**src/rtl/dcd_pkg.sv**
```systemverilog
// shared constants for the configuration and debug register bank
package dcd_pkg;
   localparam int ADDR_W = 12;
   // register byte offsets
   localparam logic [11:0] OFS_DEBUG_STATUS = 12'hD00;
   localparam logic [11:0] OFS_DEBUG_COMMAND = 12'hD04;
   localparam logic [11:0] OFS_DEBUG_INSTRUCTION_LOWER = 12'hD08;
   localparam logic [11:0] OFS_DEBUG_INSTRUCTION_UPPER = 12'hD0C;
   localparam logic [11:0] OFS_BUILD_OPTIONS_WORD = 12'hE00;
   localparam logic [11:0] OFS_INSTRUCTION_CACHE_GEOMETRY = 12'hE04;
   localparam logic [11:0] OFS_STARTUP_FETCH_ADDRESS = 12'hE08;
   // build options word fields
   localparam int BOW_IRQ_LSB = 17;
   localparam int BOW_IRQ_MSB = 21;
   localparam int BOW_PERIPH_LSB = 12;
   localparam int BOW_PERIPH_MSB = 16;
   localparam int BOW_CHAN_LSB = 4;
   localparam int BOW_CHAN_MSB = 6;
   localparam int BOW_MGR_NS_BIT = 2;
   localparam int BOW_START_AT_ADDR_BIT = 1;
   localparam int BOW_PERIPH_PRESENT_BIT = 0;
   // instruction cache geometry fields
   localparam int ICG_LINES_LSB = 4;
   localparam int ICG_LINES_MSB = 7;
   localparam int ICG_LEN_LSB = 0;
   localparam int ICG_LEN_MSB = 2;
   // lower debug instruction fields
   localparam int DIL_BYTES_LSB = 16;
   localparam int DIL_BYTES_MSB = 31;
   localparam int DIL_CHAN_LSB = 8;
   localparam int DIL_CHAN_MSB = 10;
   localparam int DIL_THREAD_BIT = 0;
   // debug command field
   localparam int CMD_LSB = 0;
   localparam int CMD_MSB = 1;
   localparam logic [1:0] CMD_EXECUTE = 2'h0;
   // reset values
   localparam logic [31:0] RST_WORD = 32'h0000_0000;
   localparam logic RST_BIT = 1'b0;
endpackage

```
**src/rtl/dcd_debug_issue.sv**
```systemverilog
// debug instruction holding registers, command decode and busy tracking
module dcd_debug_issue (
   input wire logic i_core_clk, // controller clock
   input wire logic i_reset_n, // async reset, active low
   input wire logic i_wr_lower, // write strobe, lower instruction word
   input wire logic i_wr_upper, // write strobe, upper instruction word
   input wire logic i_wr_cmd, // write strobe, debug command
   input wire logic [31:0] i_wdata, // write data
   input wire logic i_done, // engine finished the issued instruction
   output logic o_busy, // debug logic busy
   output logic o_go, // one-cycle issue pulse
   output logic o_thread, // 0 manager thread, 1 channel
   output logic [2:0] o_channel, // selected channel
   output logic [47:0] o_inst // instruction bytes 5..0
);
   logic [31:0] lower_q, lower_d;
   logic [31:0] upper_q, upper_d;
   logic busy_q, busy_d;
   logic go_q, go_d;

   // next values of holding registers and busy flag
   always_comb begin
      lower_d = lower_q;
      upper_d = upper_q;
      busy_d = busy_q;
      go_d = 1'b0;
      if (!busy_q && i_wr_lower) begin
         lower_d = i_wdata;
      end
      if (!busy_q && i_wr_upper) begin
         upper_d = i_wdata;
      end
      if (busy_q && i_done) begin
         busy_d = 1'b0;
      end
      if (!busy_q && i_wr_cmd && i_wdata[dcd_pkg::CMD_MSB:dcd_pkg::CMD_LSB] == dcd_pkg::CMD_EXECUTE) begin
         busy_d = 1'b1;
         go_d = 1'b1;
      end
   end

   // register stage
   always_ff @(posedge i_core_clk or negedge i_reset_n) begin
      if (!i_reset_n) begin
         lower_q <= dcd_pkg::RST_WORD;
         upper_q <= dcd_pkg::RST_WORD;
         busy_q <= dcd_pkg::RST_BIT;
         go_q <= dcd_pkg::RST_BIT;
      end else begin
         lower_q <= lower_d;
         upper_q <= upper_d;
         busy_q <= busy_d;
         go_q <= go_d;
      end
   end

   // instruction fields toward the engine
   assign o_busy = busy_q;
   assign o_go = go_q;
   assign o_thread = lower_q[dcd_pkg::DIL_THREAD_BIT];
   assign o_channel = lower_q[dcd_pkg::DIL_CHAN_MSB:dcd_pkg::DIL_CHAN_LSB];
   // bytes 5..2 from upper word, bytes 1..0 from lower word
   assign o_inst = {upper_q, lower_q[dcd_pkg::DIL_BYTES_MSB:dcd_pkg::DIL_BYTES_LSB]};
endmodule

```
**src/rtl/dcd_regs.sv**
```systemverilog
// configuration and debug register bank behind the apb register port
module dcd_regs (
   input wire logic i_core_clk, // controller clock
   input wire logic i_reset_n, // async reset, active low
   input wire logic i_psel, // apb select
   input wire logic i_penable, // apb enable
   input wire logic i_pwrite, // apb write
   input wire logic [11:0] i_paddr, // apb byte address
   input wire logic [31:0] i_pwdata, // apb write data
   output logic [31:0] o_prdata, // apb read data
   output logic o_pready, // apb ready
   output logic o_pslverr, // apb error on unmapped address
   input wire logic [2:0] i_chan_count_m1, // channels minus one tie-off
   input wire logic i_periph_present, // peripheral interfaces exist tie-off
   input wire logic [4:0] i_periph_count_m1, // peripheral interfaces minus one tie-off
   input wire logic [4:0] i_irq_count_m1, // interrupt outputs minus one tie-off
   input wire logic i_manager_nonsecure_tie, // manager non-secure strap
   input wire logic i_start_at_address_tie, // start from boot address strap
   input wire logic [3:0] i_icache_lines_m1, // cache lines minus one tie-off
   input wire logic [2:0] i_icache_len, // cache line length code tie-off
   input wire logic [31:0] i_boot_addr, // boot address tie-off
   input wire logic i_dbg_done, // engine finished debug instruction
   output logic o_dbg_go, // one-cycle debug issue pulse
   output logic o_dbg_thread, // debug thread select
   output logic [2:0] o_dbg_channel, // debug channel
   output logic [47:0] o_dbg_inst // debug instruction bytes 5..0
);
   // captured configuration words
   logic captured_q, captured_d;
   logic [31:0] build_q, build_d;
   logic [31:0] geom_q, geom_d;
   logic [31:0] fetch_q, fetch_d;
   // bus answer and decode
   logic [31:0] prdata_q, prdata_d;
   logic pslverr_q, pslverr_d;
   logic pready_q;
   logic setup;
   logic wr_access;
   logic wr_lower, wr_upper, wr_cmd;
   logic dbg_busy;
   // straps as seen at the pins and after two flops
   localparam int TIE_W = 55;
   logic [TIE_W-1:0] tie_raw;
   logic [TIE_W-1:0] tie_meta_q;
   logic [TIE_W-1:0] tie_sync_q;
   // synchronised strap fields
   logic [4:0] irq_count_s;
   logic [4:0] periph_count_s;
   logic [2:0] chan_count_s;
   logic periph_present_s;
   logic manager_nonsecure_s;
   logic start_at_address_s;
   logic [3:0] icache_lines_s;
   logic [2:0] icache_len_s;
   logic [31:0] boot_addr_s;

   // apb phase decode
   assign setup = i_psel && !i_penable;
   assign wr_access = i_psel && i_penable && i_pwrite;

   // write strobes; configuration words take no write
   always_comb begin
      wr_lower = 1'b0;
      wr_upper = 1'b0;
      wr_cmd = 1'b0;
      if (wr_access && i_paddr == dcd_pkg::OFS_DEBUG_INSTRUCTION_LOWER) begin
         wr_lower = 1'b1;
      end else if (wr_access && i_paddr == dcd_pkg::OFS_DEBUG_INSTRUCTION_UPPER) begin
         wr_upper = 1'b1;
      end else if (wr_access && i_paddr == dcd_pkg::OFS_DEBUG_COMMAND) begin
         wr_cmd = 1'b1;
      end
   end

   // straps packed into one vector for the synchroniser
   assign tie_raw = {
      i_irq_count_m1,
      i_periph_count_m1,
      i_chan_count_m1,
      i_periph_present,
      i_manager_nonsecure_tie,
      i_start_at_address_tie,
      i_icache_lines_m1,
      i_icache_len,
      i_boot_addr
   };

   // two flops with no reset, so they fill while reset is held
   // straps must stand still for two edges before reset release
   always_ff @(posedge i_core_clk) begin
      tie_meta_q <= tie_raw;
      tie_sync_q <= tie_meta_q;
   end

   // synchronised straps split back into fields
   assign {
      irq_count_s,
      periph_count_s,
      chan_count_s,
      periph_present_s,
      manager_nonsecure_s,
      start_at_address_s,
      icache_lines_s,
      icache_len_s,
      boot_addr_s
   } = tie_sync_q;

   // tie-off capture on first edge after reset release
   always_comb begin
      captured_d = 1'b1;
      build_d = build_q;
      geom_d = geom_q;
      fetch_d = fetch_q;
      if (!captured_q) begin
         build_d = dcd_pkg::RST_WORD; // reserved bits read zero
         build_d[dcd_pkg::BOW_IRQ_MSB:dcd_pkg::BOW_IRQ_LSB] = irq_count_s;
         build_d[dcd_pkg::BOW_PERIPH_MSB:dcd_pkg::BOW_PERIPH_LSB] = periph_count_s;
         build_d[dcd_pkg::BOW_CHAN_MSB:dcd_pkg::BOW_CHAN_LSB] = chan_count_s;
         build_d[dcd_pkg::BOW_MGR_NS_BIT] = manager_nonsecure_s;
         build_d[dcd_pkg::BOW_START_AT_ADDR_BIT] = start_at_address_s;
         build_d[dcd_pkg::BOW_PERIPH_PRESENT_BIT] = periph_present_s;
         geom_d = dcd_pkg::RST_WORD;
         geom_d[dcd_pkg::ICG_LINES_MSB:dcd_pkg::ICG_LINES_LSB] = icache_lines_s;
         geom_d[dcd_pkg::ICG_LEN_MSB:dcd_pkg::ICG_LEN_LSB] = icache_len_s;
         fetch_d = boot_addr_s;
      end
   end

   // capture registers, held until next reset
   always_ff @(posedge i_core_clk or negedge i_reset_n) begin
      if (!i_reset_n) begin
         captured_q <= dcd_pkg::RST_BIT;
         build_q <= dcd_pkg::RST_WORD;
         geom_q <= dcd_pkg::RST_WORD;
         fetch_q <= dcd_pkg::RST_WORD;
      end else begin
         captured_q <= captured_d;
         build_q <= build_d;
         geom_q <= geom_d;
         fetch_q <= fetch_d;
      end
   end

   // read data and error chosen in setup phase, shown in access phase
   always_comb begin
      prdata_d = prdata_q;
      pslverr_d = 1'b0;
      if (setup) begin
         prdata_d = dcd_pkg::RST_WORD;
         if (i_paddr == dcd_pkg::OFS_DEBUG_STATUS) begin
            prdata_d[0] = dbg_busy;
         end else if (i_paddr == dcd_pkg::OFS_BUILD_OPTIONS_WORD) begin
            prdata_d = build_q;
         end else if (i_paddr == dcd_pkg::OFS_INSTRUCTION_CACHE_GEOMETRY) begin
            prdata_d = geom_q;
         end else if (i_paddr == dcd_pkg::OFS_STARTUP_FETCH_ADDRESS) begin
            prdata_d = fetch_q;
         end else if (i_paddr == dcd_pkg::OFS_DEBUG_COMMAND
                      || i_paddr == dcd_pkg::OFS_DEBUG_INSTRUCTION_LOWER
                      || i_paddr == dcd_pkg::OFS_DEBUG_INSTRUCTION_UPPER) begin
            prdata_d = dcd_pkg::RST_WORD; // write-only, reads zero
         end else begin
            // unmapped address answers with an error
            pslverr_d = 1'b1;
         end
      end else if (i_psel && i_penable) begin
         pslverr_d = pslverr_q; // hold through access phase
      end
   end

   // bus answer registers
   always_ff @(posedge i_core_clk or negedge i_reset_n) begin
      if (!i_reset_n) begin
         prdata_q <= dcd_pkg::RST_WORD;
         pslverr_q <= dcd_pkg::RST_BIT;
         pready_q <= dcd_pkg::RST_BIT;
      end else begin
         prdata_q <= prdata_d;
         pslverr_q <= pslverr_d;
         pready_q <= 1'b1;
      end
   end

   // bus outputs straight from their flops
   assign o_prdata = prdata_q;
   assign o_pslverr = pslverr_q;
   assign o_pready = pready_q;

   // debug issue unit
   dcd_debug_issue u_issue (
      .i_core_clk(i_core_clk),
      .i_reset_n(i_reset_n),
      .i_wr_lower(wr_lower),
      .i_wr_upper(wr_upper),
      .i_wr_cmd(wr_cmd),
      .i_wdata(i_pwdata),
      .i_done(i_dbg_done),
      .o_busy(dbg_busy),
      .o_go(o_dbg_go),
      .o_thread(o_dbg_thread),
      .o_channel(o_dbg_channel),
      .o_inst(o_dbg_inst)
   );
endmodule

```
**config.mk**
```make
export PLATFORM = sky130hd
export DESIGN_NAME = dcd_regs
export DESIGN_NICKNAME = d
export VERILOG_FILES = /design/src/rtl/dcd_pkg.sv /design/src/rtl/dcd_debug_issue.sv /design/src/rtl/dcd_regs.sv
export SDC_FILE = /design/constraint.sdc
export NUM_CORES = 1
export LEC_CHECK = 0
export ABC_CLOCK_PERIOD_IN_PS = 1800
export BUFFER_PORTS_ARGS = -buffer_cell sky130_fd_sc_hd__buf_2
export CAP_MARGIN = 20
export CORE_ASPECT_RATIO = 1.1
export CORE_UTILIZATION = 52
export DETAILED_ROUTE_END_ITERATION = 10
export PLACE_DENSITY = 0.78
export REMOVE_ABC_BUFFERS = 1
export SYNTH_ARGS = -nofsm -noshare
export SYNTH_HDL_FRONTEND = slang
export SYNTH_HIERARCHICAL = 1
export SYNTH_SLANG_ARGS = --single-unit
```
**constraint.sdc**
```tcl
create_clock -name i_core_clk -period 1.8 [get_ports i_core_clk]
set_input_delay 0.36 -clock i_core_clk [delete_from_list [all_inputs] [get_ports i_core_clk]]
set_output_delay 0.36 -clock i_core_clk [all_outputs]
set_load 0.02 [all_outputs]
```
==> flow_summary.ini <==
[sta]
rsz0062_at_grt = yes
timing.final.max_slew_violations = 0
fmax_mhz = 516.7
finalCriticalPeriod_ns = 1.935
finalCritPeriodShare_pct = 107.5
hold_viol_final = 0
fin_skew_ns = 0.004957
setup_slack_ns = -0.1353
setup_viol = 78

[drt]
via_per_inst = 5.080
drt_iter0_drc = 190
drc = 0
firstDrtPassIters = 4
detail-route-antenna-nets = 0
routedWlPerCell_um = 18.24
vias = 5044
finalWirelength_um = 18110

[critical_path]
critPathMaxStageDelay_ns = 0.57
slowest_stage = or4_4
worstSetupStartpointType = primary input
cp_max_fo = 13
worst-r2r-cell-count = 4
crit_chain = buf_6 -> or4_4 -> buf_4 -> or4_4 -> buf_4 -> nor3_4 -> buf_12 -> a22o_1
cp.required_ns = 2.23
criticalPathCategory = primary input to flip-flop
cp_data_arrival_time_ns = 2.37
endpoint_kind = flip-flop

[synthesis]
synth_most_common_cell = dfrtp_1
syn_inst = 493
ys_warn_count = 6
synth-seq-cells = 253
synthTopCellsByCount = dfrtp_1 (143), dfxtp_1 (110), mux2_2 (76)
ys_async_sr_fraction_pct = 56.52
synthTopCellsByArea = dfrtp_1 (45%), dfxtp_1 (27%), mux2_2 (11%), mux2_4 (5.6%), mux2i_1 (1.9%)
ys.flop_type = dfrtp_1
ys_seq_area_share_pct = 72.16
syn_area_mm2 = 0.008010
synth_cell_types = 36
syn_area_per_cell_um2 = 16.25
yosysTopAreaCell = dfrtp_1
synth_top_area_share_pct = 44.67
synth_edf_count = 0

[global_routing]
grt_usage_pct = 22.87
gr-total-overflow = 0
antenna_found_initial = 0
grt_max_degree = 50
grt_pass1_vias = 5450
grt_pass1_wl_um = 28100

[floorplan]
core_area_mm2 = 0.01505
die_area_mm2 = 0.01590
rows = 47
die_height_um = 132.2
floorplan.die.width_um = 120.3
ioPinCount = 192
initial_utilization_pct = 53.21

[clock_network]
clk_latency_ns = 0.49
cts_max_path_buffers = 3
cts_tree = done
clock-sinks = 253
numCtsBuffers = 23
path_clk_slew_ns = 0.06
ctsHtreeMaxLevel = 1
root_buffer = clkbuf_16

[layout]
finalNetCount = 886
drive_above_1_share_pct = 49.94
diodes = 0
syn_to_final_growth_pct = 37.02

[placement]
gp_congestion = 0.7553
io_buffers = 191
dpl.hpwl_um = 11270
dpl_worst_slack_ns = -0.7898

[worst_hold_path]
min_path_cells = 2
hold_class = primary input to flip-flop

[power_and_ir_drop]
peakVddDrop_v = 0.0009006
powerDensity_mw_per_mm2 = 1056
p_leak_uw = 0.005402
power_uw = 11600

[outcome]
failed_checks = setup timing
status = complete, but fails checks

[job]
drv_cap = 0
state kept, by name (all words and copies together) (netlist names):
signal,cells
tie_meta_q,55
tie_sync_q,55
o_pready,1
u_issue/upper_q,32
o_prdata,32
u_issue/o_go,1
u_issue/o_busy,1
fetch_q,32
o_pslverr,1
u_issue/lower_q,20
geom_q,7
build_q,16
critical path, delay by kind of cell:
| kind | cells | cell delay [ns] |
|---|---|---|
| buf+inv | 4 | 0.58 |
| compound gates | 1 | 0.14 |
| simple gates | 3 | 1.28 |
metrics by stage:
stage / setup TNS (ns) / instance area (um2) / hold slack [ns] / std cells / utilization (%)
6_report: -6.511 / 10980 / 0.08355 / 993 / 72.91
5_1_grt: -10.71 / 10980 / 0.07448 / 993 / 72.91
4_1_cts: -4.284 / 10950 / 0.06033 / 993 / 72.76
3_5_place_dp: -57.57 / 9405 / 0.3121 / 887 / 62.48
3_3_place_gp: -51.07 / 9405 / 0.3025 / 887 / 62.48
2_1_floorplan: -119.24 / 7879 / 0.06441 / 471 / -
timing repair:
item                                    CTS  global route
hold buffers                             56             0
pin swaps                                 5             4
resized for setup                        16            20
endpoints found under the hold margin    93             0
gates cloned                              3             0
setup buffers                             7             3
endpoints found under the setup margin   79            84
placed cells by master (no fill, tap or decap), types with 2 or more instances in the layout:
cell type and count:
buf_4 26, clkbuf_8 5, inv_1 2, nor2b_1 2, nor2b_4 2, o21ai_1 5
nand2b_1 2, dfxtp_1 110, a22oi_1 3, clkbuf_16 26, or2_2 2, clkbuf_1 5
a21oi_1 5, nand4b_1 2, and3_1 2, or4_4 2, a21o_1 2, a22o_1 15
mux2i_1 15, nor2_1 6, buf_16 2, mux2_4 40, buf_12 6, buf_2 188
nor3_4 2, clkinv_2 2, nand2_1 17, mux2_2 66, dfrtp_1 142, buf_6 6
o21ai_2 10, dlygate4sd3_1 56
layer usage:
metal  vias to the layer above  share of wire [%]  GRT usage (%)
met5                         -                  0              0
met4                         0                2.2          6.927
li1                       2281                  -              -
met3                        34                6.8          4.801
met1                      2509                 40          27.76
met2                       220                 51          40.64
final timing paths:
kind | start | to | slack (ns)
worst max-delay path | i_paddr[5] | o_prdata[25]$_DFFE_PN0P_ | -0.14
worst min-delay path | i_pwdata[1] | u_issue/o_go$_DFF_PN0_ | 0.08
worst max register to register | build_q[0]$_DFFE_PN0N_ | o_prdata[0]$_DFFE_PN0P_ | 0.13
worst min register to register | tie_meta_q[46]$_DFF_P_ | tie_sync_q[46]$_DFF_P_ | 0.33
max in group asynchronous | i_reset_n | u_issue/upper_q[30]$_DFFE_PN0P_ | 0.83
min in group asynchronous | i_reset_n | u_issue/upper_q[26]$_DFFE_PN0P_ | 0.36
kinds of logic (layout without fill, tap and decap cells):
group	Yosys count	in the layout	synth area share, %
flip-flops	253	253	72.16
multiplexers	122	122	18.32
AND/OR/NAND/NOR	48	48	3.405
AO/OA/AOI/OAI	45	45	4.327
buffers and inverters	24	328	1.734
other	1	1	0.04682
area by class of cell:
class / count / area, um2
Sequential cell: 253 / 5782
Fill cell: 973 / 4079
Multi-Input combinational cell: 216 / 2193
Timing Repair Buffer: 285 / 1954
Clock buffer: 36 / 738.2
Tap cell: 196 / 245.2
Clock inverter: 5 / 55.05
Inverter: 2 / 7.507
power by group:
group	leakage (uW)	total [uW]	internal (uW)	switching, uW
sequential	0.00280	6010	5910	105
clock	0.000393	4950	2970	1980
combinational	0.00221	628	352	275
total	0.00540	11600	9230	2360
No activity file was read; power rests on OpenSTA's default activity.
